--- config.mk ---
export PLATFORM = sky130hd
export DESIGN_NAME = gft_top
export DESIGN_NICKNAME = d
export VERILOG_FILES = /design/src/hdl/gft_pkg.sv /design/src/hdl/gft_top.sv
export SDC_FILE = /design/constraint.sdc
export NUM_CORES = 1
export LEC_CHECK = 0
export BUFFER_PORTS_ARGS = -buffer_cell sky130_fd_sc_hd__buf_2
export CAP_MARGIN = 20
export CORE_MARGIN = 2
export CORE_UTILIZATION = 55
export DETAILED_ROUTE_END_ITERATION = 8
export PLACE_DENSITY = 0.84
export SLEW_MARGIN = 20
export SYNTH_ARGS = -nofsm -noshare
export SYNTH_HDL_FRONTEND = slang
export SYNTH_SLANG_ARGS = --single-unit
--- constraint.sdc ---
create_clock -name clock -period 34.4 [get_ports clock]
set_input_delay 0 -clock clock [delete_from_list [all_inputs] [get_ports clock]]
set_output_delay 0 -clock clock [all_outputs]
set_load 0.01 [all_outputs]
--- src/hdl/gft_pkg.sv ---
`default_nettype none
package gft_pkg;
   // Word index of each register; the byte address is four times the index.
   localparam logic [5:0] IDX_CTRL = 6'h00;
   localparam logic [5:0] IDX_STATUS = 6'h01;
   localparam logic [5:0] IDX_TRIP_SET = 6'h02;
   localparam logic [5:0] IDX_TRIP_CLEAR = 6'h03;
   localparam logic [5:0] IDX_SD_CURRENT = 6'h04;
   localparam logic [5:0] IDX_HEALTH_RATIO = 6'h12;
   localparam logic [5:0] IDX_HOUR_RATE = 6'h13;
   localparam logic [5:0] IDX_FILTER = 6'h15;
   localparam logic [5:0] IDX_WAIT_HOURS = 6'h16;

   // Control register bit positions.
   localparam int CTRL_TAB_EN = 0;
   localparam int CTRL_SHORT_EN = 1;
   localparam int CTRL_TRIP_EN = 2;
   localparam int CTRL_POL = 3;
   localparam int CTRL_INT_MODE = 4;
   localparam int CTRL_PIN_SEL = 5;
   localparam int CTRL_W = 6;

   // Status register bit positions.
   localparam int ST_TAB = 0;
   localparam int ST_SHORT = 1;
   localparam int ST_TRIP = 2;
   localparam int ST_TRIP_IRQ = 3;
   localparam int ST_CLEAR_DONE = 4;

   // Reset values.
   localparam logic [CTRL_W-1:0] CTRL_RESET = 6'h00;
   localparam logic [7:0] HEALTH_RATIO_RESET = 8'h50;
   localparam logic [15:0] HOUR_RATE_RESET = 16'h000a;
   localparam logic [7:0] FILTER_RESET = 8'h7f;
   localparam logic [7:0] WAIT_HOURS_RESET = 8'h07;
   localparam logic [15:0] INIT_SET_RESET = 16'h0096;
   localparam logic [15:0] INIT_CLEAR_RESET = 16'h00af;

   // Ratio scale and filter gain span.
   localparam logic [7:0] PCT_SCALE = 8'h64;
   localparam logic [8:0] FILTER_SPAN = 9'h100;
   localparam int FILTER_SHIFT = 8;

   // Values delivered by the gauging core, all on the block's clock.
   typedef struct packed {
      logic health_valid;
      logic [7:0] health_estimate;
      logic hour_tick;
      logic dod_first;
      logic relax;
      logic signed [15:0] sd_reading;
      logic signed [15:0] average_current_b;
      logic [15:0] remaining_capacity_c;
      logic [15:0] design_capacity;
   } gft_gauge_t;
endpackage : gft_pkg
`default_nettype wire

--- src/hdl/gft_top.sv ---
// Register access over Avalon-MM was decided locally.
`default_nettype none
// Notes on behaviour
// - Set tab flag when new health over previous health is below threshold.
// - Tab detection runs only while its enable bit is set.
// - In interrupt mode the tab flag drives the serial or enable pin.
// - Short detection runs only while its enable bit is set.
// - Self-discharge current is evaluated once each hour.
// - Short flag sets when current is below minus capacity over hour rate.
// - Each update moves filtered current by a step set by the filter.
// - Short compare waits the configured hours after the first DEPTH_OF_DISCHARGE reading.
// - In interrupt mode the short flag drives the serial or enable pin.
// - Trip thresholds start from stored levels; host may rewrite both.
// - Trip function enabled by its bit; polarity from the polarity bit.
// - With trip function on, no other source reaches the serial pin.
// - Capacity is compared against set and clear levels continuously.
// - Set crossing during discharge sets trip flag and raises interrupt.
// - First clear crossing during charge flips the flag and interrupts.
// - Later clear crossings change nothing and keep any asserted level.
// - A threshold write clears the trip flag and releases the pin.
// - Without rewrites, crossings only update the flag, no new interrupt.
module gft_top
   import gft_pkg::*;
#(
   parameter logic [15:0] INIT_SET = INIT_SET_RESET,
   parameter logic [15:0] INIT_CLEAR = INIT_CLEAR_RESET,
   parameter int ADDR_W = 8
) (
   input wire logic clock,
   input wire logic rst,
   input wire logic [ADDR_W-1:0] avs_address,
   input wire logic avs_read,
   input wire logic avs_write,
   input wire logic [31:0] avs_writedata,
   output logic [31:0] avs_readdata,
   output logic avs_waitrequest,
   input wire gft_gauge_t gauge,
   output logic shared_serial_pin_out,
   output logic shared_serial_pin_oe,
   output logic system_enable_pin
);
   generate
      if (ADDR_W < 8) begin : g_bad_addr
         $error("gft_top: ADDR_W must be at least 8");
      end
   endgenerate

   function automatic logic [5:0] word_index(input logic [ADDR_W-1:0] a);
      word_index = a[7:2];
   endfunction : word_index

   // Register state.
   logic [CTRL_W-1:0] ctrl_reg;
   logic [7:0] health_ratio_reg;
   logic [15:0] hour_rate_reg;
   logic [7:0] filter_reg;
   logic [7:0] wait_hours_reg;
   logic [15:0] trip_set_reg;
   logic [15:0] trip_clear_reg;
   logic tab_flag_reg;
   logic short_flag_reg;
   logic trip_flag_reg;
   logic trip_irq_reg;
   logic clear_done_reg;
   logic [7:0] prev_health_reg;
   logic prev_valid_reg;
   logic signed [15:0] sdc_reg;
   logic [7:0] hours_reg;
   logic isd_armed_reg;
   logic below_set_reg;
   logic above_clear_reg;
   logic wait_reg;
   logic [31:0] rdata_reg;
   logic ssp_out_reg;
   logic ssp_oe_reg;
   logic sep_reg;

   // Bus decode. A request is served on the cycle after it is first seen.
   wire [5:0] idx = word_index(avs_address);
   wire bus_req = avs_read | avs_write;
   wire wr_do = avs_write & ~wait_reg;
   wire rd_load = avs_read & wait_reg;
   wire wr_ctrl = wr_do & (idx == IDX_CTRL);
   wire wr_status = wr_do & (idx == IDX_STATUS);
   wire wr_set = wr_do & (idx == IDX_TRIP_SET);
   wire wr_clear = wr_do & (idx == IDX_TRIP_CLEAR);
   wire wr_ratio = wr_do & (idx == IDX_HEALTH_RATIO);
   wire wr_rate = wr_do & (idx == IDX_HOUR_RATE);
   wire wr_filter = wr_do & (idx == IDX_FILTER);
   wire wr_wait = wr_do & (idx == IDX_WAIT_HOURS);
   wire thr_write = wr_set | wr_clear;

   wire tab_en = ctrl_reg[CTRL_TAB_EN];
   wire short_en = ctrl_reg[CTRL_SHORT_EN];
   wire trip_en = ctrl_reg[CTRL_TRIP_EN];
   wire pol = ctrl_reg[CTRL_POL];
   wire int_mode = ctrl_reg[CTRL_INT_MODE];
   wire pin_sel = ctrl_reg[CTRL_PIN_SEL];

   wire [7:0] status_word = {3'h0, clear_done_reg, trip_irq_reg,
      trip_flag_reg, short_flag_reg, tab_flag_reg};

   logic [31:0] rdata_next;
   always_comb begin
      case (idx)
         IDX_CTRL: rdata_next = {26'h0, ctrl_reg};
         IDX_STATUS: rdata_next = {24'h0, status_word};
         IDX_TRIP_SET: rdata_next = {16'h0, trip_set_reg};
         IDX_TRIP_CLEAR: rdata_next = {16'h0, trip_clear_reg};
         IDX_SD_CURRENT: rdata_next = {16'h0, sdc_reg};
         IDX_HEALTH_RATIO: rdata_next = {24'h0, health_ratio_reg};
         IDX_HOUR_RATE: rdata_next = {16'h0, hour_rate_reg};
         IDX_FILTER: rdata_next = {24'h0, filter_reg};
         IDX_WAIT_HOURS: rdata_next = {24'h0, wait_hours_reg};
         default: rdata_next = 32'h0;
      endcase
   end

   always_ff @(posedge clock) begin
      if (rst) begin
         wait_reg <= 1'b1;
         rdata_reg <= 32'h0;
      end else begin
         wait_reg <= ~(bus_req & wait_reg);
         if (rd_load) begin
            rdata_reg <= rdata_next;
         end
      end
   end

   // Configuration registers; thresholds load the stored levels at reset.
   always_ff @(posedge clock) begin
      if (rst) begin
         ctrl_reg <= CTRL_RESET;
         health_ratio_reg <= HEALTH_RATIO_RESET;
         hour_rate_reg <= HOUR_RATE_RESET;
         filter_reg <= FILTER_RESET;
         wait_hours_reg <= WAIT_HOURS_RESET;
         trip_set_reg <= INIT_SET;
         trip_clear_reg <= INIT_CLEAR;
      end else begin
         if (wr_ctrl) ctrl_reg <= avs_writedata[CTRL_W-1:0];
         if (wr_ratio) health_ratio_reg <= avs_writedata[7:0];
         if (wr_rate) hour_rate_reg <= avs_writedata[15:0];
         if (wr_filter) filter_reg <= avs_writedata[7:0];
         if (wr_wait) wait_hours_reg <= avs_writedata[7:0];
         if (wr_set) trip_set_reg <= avs_writedata[15:0];
         if (wr_clear) trip_clear_reg <= avs_writedata[15:0];
      end
   end

   // Tab disconnect: cross-multiplied so no divider is needed.
   wire [15:0] cur_scaled = 16'(gauge.health_estimate * PCT_SCALE);
   wire [15:0] prev_scaled = 16'(health_ratio_reg * prev_health_reg);
   wire tab_event = gauge.health_valid & tab_en & prev_valid_reg
      & (cur_scaled < prev_scaled);
   wire tab_clr = wr_status & avs_writedata[ST_TAB];

   always_ff @(posedge clock) begin
      if (rst) begin
         prev_health_reg <= 8'h00;
         prev_valid_reg <= 1'b0;
         tab_flag_reg <= 1'b0;
      end else begin
         if (gauge.health_valid) begin
            prev_health_reg <= gauge.health_estimate;
            prev_valid_reg <= 1'b1;
         end
         // A detection in the clearing cycle wins over the clear.
         tab_flag_reg <= tab_event | (tab_flag_reg & ~tab_clr);
      end
   end

   // Self-discharge filter: a larger setting gives a smaller step.
   wire [8:0] gain = FILTER_SPAN - {1'b0, filter_reg};
   wire signed [16:0] diff = 17'(gauge.sd_reading - sdc_reg);
   wire signed [26:0] prod = diff * $signed({1'b0, gain});
   wire signed [26:0] step = prod >>> FILTER_SHIFT;
   wire signed [17:0] sum = 18'(sdc_reg + step[16:0]);
   wire signed [15:0] sdc_next = sum[15:0];
   wire hour_eval = gauge.hour_tick & short_en & gauge.relax;
   wire signed [32:0] sdc_times_rate = sdc_next * $signed({1'b0,
      hour_rate_reg});
   wire signed [33:0] margin = 34'(sdc_times_rate + $signed({18'h0,
      gauge.design_capacity}));
   wire waited = isd_armed_reg & (hours_reg >= wait_hours_reg);
   wire short_event = hour_eval & waited & margin[33];
   wire short_clr = wr_status & avs_writedata[ST_SHORT];

   always_ff @(posedge clock) begin
      if (rst) begin
         sdc_reg <= 16'sh0000;
         hours_reg <= 8'h00;
         isd_armed_reg <= 1'b0;
         short_flag_reg <= 1'b0;
      end else begin
         if (hour_eval) sdc_reg <= sdc_next;
         // Leaving relaxation or disabling drops the wait; it restarts
         // from the next first depth-of-discharge reading.
         if (~gauge.relax | ~short_en) begin
            isd_armed_reg <= 1'b0;
            hours_reg <= 8'h00;
         end else if (gauge.dod_first) begin
            isd_armed_reg <= 1'b1;
            hours_reg <= 8'h00;
         end else if (hour_eval & isd_armed_reg & (hours_reg != 8'hff)) begin
            hours_reg <= 8'(hours_reg + 8'h01);
         end
         short_flag_reg <= short_event | (short_flag_reg & ~short_clr);
      end
   end

   // Capacity trip point: crossings are edges of the level compares.
   wire below_set = gauge.remaining_capacity_c < trip_set_reg;
   wire above_clear = gauge.remaining_capacity_c > trip_clear_reg;
   wire dischg = gauge.average_current_b < 16'sh0000;
   wire chg = gauge.average_current_b > 16'sh0000;
   wire set_event = trip_en & below_set & ~below_set_reg & dischg;
   wire clear_event = trip_en & above_clear & ~above_clear_reg & chg
      & ~clear_done_reg;
   wire trip_event = set_event | clear_event;

   always_ff @(posedge clock) begin
      if (rst) begin
         below_set_reg <= 1'b0;
         above_clear_reg <= 1'b0;
         trip_flag_reg <= 1'b0;
         trip_irq_reg <= 1'b0;
         clear_done_reg <= 1'b0;
      end else begin
         below_set_reg <= below_set;
         above_clear_reg <= above_clear;
         if (thr_write) begin
            trip_flag_reg <= 1'b0;
            trip_irq_reg <= 1'b0;
            clear_done_reg <= 1'b0;
         end else begin
            if (set_event) begin
               trip_flag_reg <= 1'b1;
            end else if (clear_event) begin
               trip_flag_reg <= ~trip_flag_reg;
               clear_done_reg <= 1'b1;
            end
            // A level that is already up stays up; no second edge.
            if (trip_event) trip_irq_reg <= 1'b1;
         end
      end
   end

   // Pin drive. Inactive level is the inverse of the active one.
   wire fault_any = tab_flag_reg | short_flag_reg;
   wire fault_irq = int_mode & fault_any;
   wire ssp_irq = trip_en ? trip_irq_reg : (fault_irq & ~pin_sel);
   wire sep_irq = fault_irq & pin_sel;

   always_ff @(posedge clock) begin
      if (rst) begin
         ssp_out_reg <= 1'b1;
         ssp_oe_reg <= 1'b0;
         sep_reg <= 1'b1;
      end else begin
         ssp_out_reg <= pol ? ssp_irq : ~ssp_irq;
         ssp_oe_reg <= trip_en | (int_mode & ~pin_sel);
         sep_reg <= pol ? sep_irq : ~sep_irq;
      end
   end

   assign avs_readdata = rdata_reg;
   assign avs_waitrequest = wait_reg;
   assign shared_serial_pin_out = ssp_out_reg;
   assign shared_serial_pin_oe = ssp_oe_reg;
   assign system_enable_pin = sep_reg;
endmodule : gft_top
`default_nettype wire

==> results.py, run 1 <==
metrics = {
    "outcome": {
        "status": "finished clean",
    },
    "synthesis": {
        "ys_seq_area_share_pct": 11.4,
        "synthCells": 2898,
        "synth.area.mux_share_pct": 1.59,
        "synth_top_family_by_area": "adder cells",
        "yosys.area_share.xor_xnor_pct": 3.42,
        "yosys.area_share.adder_pct": 46.7,
        "synthDistinctLibCells": 71,
        "synth-seq-cells": 139,
        "synthFlopType": "dfxtp_1",
        "yosys_warnings": 0,
        "synthArstFlopShare_pct": 0,
        "synth-edff-count": 0,
        "synth_compound_area_share_pct": 9.14,
        "synth-simple-area-share_pct": 17.0,
        "synth_area_um2": 24400,
        "synth_area_per_cell_um2": 8.44,
    },
    "sta": {
        "fin_tns_setup_ns": 0,
        "slew_violations": 0,
        "skew_ns": 0.0140,
        "finalHoldViolCount": 0,
        "max_freq_mhz": 67.3,
        "relSlewSlack_pct": 32.4,
        "period_share_pct": 43.2,
        "whs_ns": 0.0142,
        "rsz0062_at_grt": "false",
        "worst_pin_slew_ns": 1.01,
        "setup_violations": 0,
        "min_period_ns": 14.87,
    },
    "setup_path": {
        "critPathArrivalTime_ns": 15.19,
        "cpPeakStageDelay_ns": 0.69,
        "worstPathRequired_ns": 34.73,
        "critical_path.most_common_cell": "fa_1",
        "cp_max_fo": 18,
        "crit_type": "register to register",
        "r2r_slack_ns": 19.53,
        "start_kind": "register",
        "crit_slowest_cell": "xnor2_1",
        "cp-end-kind": "register",
    },
    "die": {
        "die_w_um": 215,
        "dieArea_um2": 46100,
        "die_h_um": 215,
        "ios": 156,
        "core-area_um2": 44000,
        "row_count": 77,
        "start_util_pct": 55.5,
    },
    "run": {
        "max_cap_viol_count": 0,
    },
    "drt": {
        "ant_nets": 0,
        "finalWirelength_mm": 60.3,
        "drt_first_pass_iters": 6,
        "viasPerCell": 5.54,
        "num_vias": 19900,
        "wl_per_cell_um": 16.8,
        "drt_iter0_markers": 1486,
        "drc": 0,
    },
    "clock_network": {
        "clkLatencyLatePin_ns": 0.44,
        "cts_buffer_depth": 2,
        "cts_buffers": 17,
        "htreeDepth": 4,
        "clockRootBuffer": "clkbuf_16",
        "clkSinkCount": 139,
        "cts_tree": "done",
        "cts_setup_buffers": 0,
        "path_clk_slew_ns": 0.07,
        "post_cts_resized": 0,
    },
    "placement": {
        "gp_congestion": 0.952,
        "dp.final_hpwl_mm": 47.6,
        "io_buffers": 121,
    },
    "final_layout": {
        "fin_nets": 3806,
        "area_delta_synth_final_pct": 8.46,
        "drive_above_1_share_pct": 7.42,
        "nFillCells": 3700,
        "multi_input_area_um2": 19100,
        "layout_common_cells": "552 x inv_1, 463 x nand2_1, 366 x fa_1, 327 x ha_1, 139 x dfxtp_1",
        "final-seq-area_um2": 2780,
        "insertedDiodeCount": 0,
        "final_common_cell": "inv_1",
    },
    "min_path": {
        "hold_path_class": "input pin to register",
    },
    "global_routing": {
        "grt_pass1_vias": 20900,
        "grt_max_degree": 66,
        "grt_remaining_overflow": 0,
        "track_usage_pct": 26.8,
        "antenna_found_initial": 0,
        "grt_pass1_wl_mm": 100,
    },
    "power": {
        "power_leakage_nw": 13.5,
        "peakVddDrop_v": 0.0000644,
        "p_clk_share_pct": 17.6,
        "switching_power_uw": 494,
        "p_seq_share_pct": 15.8,
        "totalPowerFinal_mw": 1.04,
        "p_sw_share_pct": 47.5,
        "power_frac_comb_pct": 66.6,
        "intPower_uw": 546,
        "power_density_nw_per_um2": 39.2,
    },
}
==> layer usage <==
layer / share of wire, % / wire, um / up-vias / track usage, %
li1: - / - / 9231 / -
met1: 40 / 24100 / 9718 / 34.0
met2: 48 / 28900 / 855 / 45.8
met3: 8.9 / 5350 / 140 / 4.91
met4: 3.2 / 1950 / 0 / 9.35
met5: 0 / 0 / - / 0
==> layout make-up <==
cell class | instances | area share, %
Multi-Input combinational cell | 2096 | 72.2
Sequential cell | 139 | 10.5
Inverter | 553 | 7.83
Timing Repair Buffer | 186 | 4.49
Tap cell | 592 | 2.79
Clock buffer | 17 | 1.60
Clock inverter | 14 | 0.566
==> critical path, delay by kind of cell (launching register included) <==
| family | cells | cell delay, ns |
|---|---|---|
| flops | 1 | 0.41 |
| compound gates | 20 | 4.05 |
| fa+ha+maj | 16 | 7.31 |
| xor+xnor | 5 | 1.28 |
| buf+inv | 7 | 0.52 |
| simple gates | 6 | 1.18 |
==> power by group through the flow <==
stage          sequential [mW]  combinational [mW]  clock (mW)
2_1_floorplan            0.166               0.504           0
3_3_place_gp             0.168               0.659           0
3_5_place_dp             0.168               0.686           0
4_1_cts                  0.164               0.696       0.184
5_1_grt                  0.164               0.802       0.192
6_report                 0.164               0.692       0.183
==> cells in the mapped netlist, types with 16 or more instances <==
cell type  number  area, um2
and2_1        125        782
o211ai_1       20        150
nand4_1        20        125
nand2_1       463       1740
nor2b_1        33        206
buf_4          16        120
a22oi_1        27        203
a21o_1         33        248
nor3_1         23        115
nor2_1        133        499
ha_1          327       4090
mux2i_1        26        260
xor2_1         29        254
nand3_1        25        125
clkbuf_1       98        368
inv_1         552       2070
o21a_1         21        158
fa_1          366       7330
dfxtp_1       139       2780
a21oi_1       131        656
xnor2_1        61        534
o21ai_0        70        350
nand2b_1       25        156
==> per-stage QoR <==
step / std cells / util, % / area [um2] / worst slack, ns
floorplan: 2913 / - / 24500 / 21.24
global placement: 3528 / 58.0 / 25500 / 19.86
detailed placement: 3528 / 58.0 / 25500 / 19.72
CTS: 3597 / 60.2 / 26500 / 19.62
global route: 3597 / 60.2 / 26500 / 18.69
finish: 3597 / 60.2 / 26500 / 19.53
==> worst paths after layout <==
kind,from,to,depth (start not counted)
worst max-delay path,sdc_reg[0]$_SDFFE_PP0P_,short_flag_reg$_SDFF_PP0_,54
worst min-delay path,gauge[47],trip_irq_reg$_SDFFE_PP0P_,4
worst max register to register,sdc_reg[0]$_SDFFE_PP0P_,short_flag_reg$_SDFF_PP0_,54
worst min register to register,trip_clear_reg[15]$_SDFFE_PP0P_,trip_clear_reg[15]$_SDFFE_PP0P_,2
==> cells by family after synthesis <==
group,Yosys count
adder cells (fa/ha/maj),693
AO/OA/AOI/OAI,358
flip-flops,139
buffers and inverters,678
multiplexers,33
XOR/XNOR,93
AND/OR/NAND/NOR,903
other,1
==> repair_timing <==
item / in CTS / in global routing
setup endpoints to repair: 0 / 0
hold endpoints to repair: 87 / 0
hold buffers: 38 / 0
Power figures use the tool's default switching activity.
==> inputs of run 2 (changes only) <==
- clock period: 34.4 -> 13.8 ns (I/O delays scaled with it)
==> run 2 against run 1 <==
Net effect:
- hold slack improved by 0.0071 ns
- sequential share of layout area is 0.21 points lower
- die area did not move
- worst setup slack worse by 19 ns
- fmax increased by 11%
- via count grew 2.4%
- global-route usage is 0.41 points higher
- count of clock-buffer cells in the layout is 1 higher
- register-to-register slack lost 19 ns
- critical path depth rose by 3
- clock power rose to 2.5 times the previous value
- critical path type unchanged
==> results.py, run 2 (same netlist as run 1, synthesis figures left out) <==
metrics = {
    "outcome": {
        "status": "finished clean",
    },
    "power": {
        "power_density_nw_per_um2": 101,
        "power_leakage_nw": 13.7,
        "peakVddDrop_v": 0.000182,
    },
    "drt": {
        "finalWirelength_mm": 63.1,
        "drt_iter0_markers": 1829,
        "ant_nets": 0,
        "drt_first_pass_iters": 5,
        "wl_per_cell_um": 17.3,
        "num_vias": 20400,
        "viasPerCell": 5.61,
        "drc": 0,
    },
    "die": {
        "ios": 156,
        "die_h_um": 215,
        "core-area_um2": 44000,
        "row_count": 77,
        "start_util_pct": 55.5,
        "dieArea_um2": 46100,
        "die_w_um": 215,
    },
    "final_layout": {
        "final_common_cell": "inv_1",
        "fin_nets": 3847,
        "fin_area_um2": 27100,
        "drive_above_1_share_pct": 10.4,
        "layout_common_cells": "552 x inv_1, 462 x nand2_1, 358 x fa_1, 318 x ha_1, 138 x dfxtp_1",
        "nFillCells": 3557,
        "insertedDiodeCount": 0,
        "multi_input_area_um2": 19400,
        "area_delta_synth_final_pct": 10.8,
        "stdcell_count": 3639,
        "final-seq-area_um2": 2780,
    },
    "setup_path": {
        "start_kind": "register",
        "crit_slowest_cell": "fa_1",
        "cp_max_fo": 11,
        "worstPathRequired_ns": 14.15,
        "cp-end-kind": "register",
        "cpPeakStageDelay_ns": 0.57,
        "cp_num_buf_inv": 10,
        "cp_top_family": "adder cells",
        "startpoint": "sdc_reg[0]$_SDFFE_PP0P_",
        "crit_type": "register to register",
        "critPathArrivalTime_ns": 13.80,
        "critical_path.most_common_cell": "fa_1",
        "r2r-start": "sdc_reg[0]$_SDFFE_PP0P_",
    },
    "placement": {
        "dpl_cell_area_um2": 25800,
        "dpl.cell_count": 3563,
        "gp_congestion": 0.934,
        "dp.final_hpwl_mm": 49.2,
        "io_buffers": 121,
    },
    "global_routing": {
        "grt_pass1_wl_mm": 102,
        "grt_remaining_overflow": 0,
        "grt_pass1_vias": 20800,
        "track_usage_pct": 27.2,
        "antenna_found_initial": 1,
        "grt_max_degree": 60,
    },
    "min_path": {
        "worstHoldStart": "gauge[47]",
        "hold_path_class": "input pin to register",
    },
    "sta": {
        "min_period_ns": 13.45,
        "max_freq_mhz": 74.4,
        "relSlewSlack_pct": 23.9,
        "period_share_pct": 97.4,
        "worst_pin_slew_ns": 1.13,
        "setup_violations": 0,
        "whs_ns": 0.0213,
        "finalHoldViolCount": 0,
        "slew_violations": 0,
        "skew_ns": 0.0182,
    },
    "clock_network": {
        "clockRootBuffer": "clkbuf_16",
        "htreeDepth": 4,
        "cts_tree": "done",
        "path_clk_slew_ns": 0.08,
        "cts_buffers": 17,
        "cts_buffer_depth": 2,
        "clkSinkCount": 139,
        "clkLatencyLatePin_ns": 0.45,
    },
    "run": {
        "max_cap_viol_count": 0,
    },
}
==> run 2: tightest hold or removal path, delay by kind of cell <==
family                 cells  cell delay, ns
AND/OR/NAND/NOR            1            0.06
AO/OA/AOI/OAI              2            0.25
buffers and inverters      1            0.11
==> run 2: routing by layer <==
| layer | GRT usage (%) | part of all wire [%] | vias up |
|---|---|---|---|
| met5 | 0 | 0.017 | - |
| met3 | 5.42 | 8.9 | 179 |
| li1 | - | - | 9303 |
| met4 | 9.63 | 3.7 | 2 |
| met2 | 45.6 | 48 | 992 |
| met1 | 35.0 | 39 | 9938 |
==> run 2: path summary, 6_finish.rpt <==
| path | endpoint | slack (ns) | depth (start not counted) |
|---|---|---|---|
| max | short_flag_reg$_SDFF_PP0_ | 0.35 | 57 |
| min | trip_irq_reg$_SDFFE_PP0P_ | 0.02 | 4 |
| max reg2reg | short_flag_reg$_SDFF_PP0_ | 0.35 | 57 |
| min reg2reg | trip_clear_reg[13]$_SDFFE_PP0P_ | 0.46 | 2 |
==> run 2: through the flow <==
step | TNS (ns) | worst slack [ns] | power, mW | utilization (%)
2_1_floorplan | 0 | 0.639 | 1.67 | -
3_3_place_gp | 0 | 0.276 | 2.08 | 58.6
3_5_place_dp | -0.145 | -0.145 | 2.18 | 58.6
4_1_cts | 0 | 0.0569 | 2.65 | 60.7
5_1_grt | -0.167 | -0.167 | 3.02 | 61.5
6_report | 0 | 0.355 | 2.73 | 61.5
==> run 2: power by group <==
part           internal [mW]  leakage, nW  switching [mW]
registers              0.404         1.12         0.00503
clock network          0.256        0.278           0.204
logic                  0.776         12.3            1.09
total                   1.44         13.7            1.30
==> run 2: area by class of cell <==
| cell class | count | area share [%] |
|---|---|---|
| clock buffers | 18 | 1.62 |
| clock inverters | 14 | 0.508 |
| inverters | 553 | 7.67 |
| multi-input cells | 2096 | 71.6 |
| flip-flops and latches | 139 | 10.3 |
| well taps | 592 | 2.74 |
| repair buffers | 227 | 5.54 |
==> run 2: timing repair <==
item	in CTS	in global routing
hold endpoints to repair	86	0
buffers inserted	3	11
hold buffers	30	0
resized for setup	5	62
setup endpoints to repair	1	1
gates cloned	0	0
pin swaps	1	51
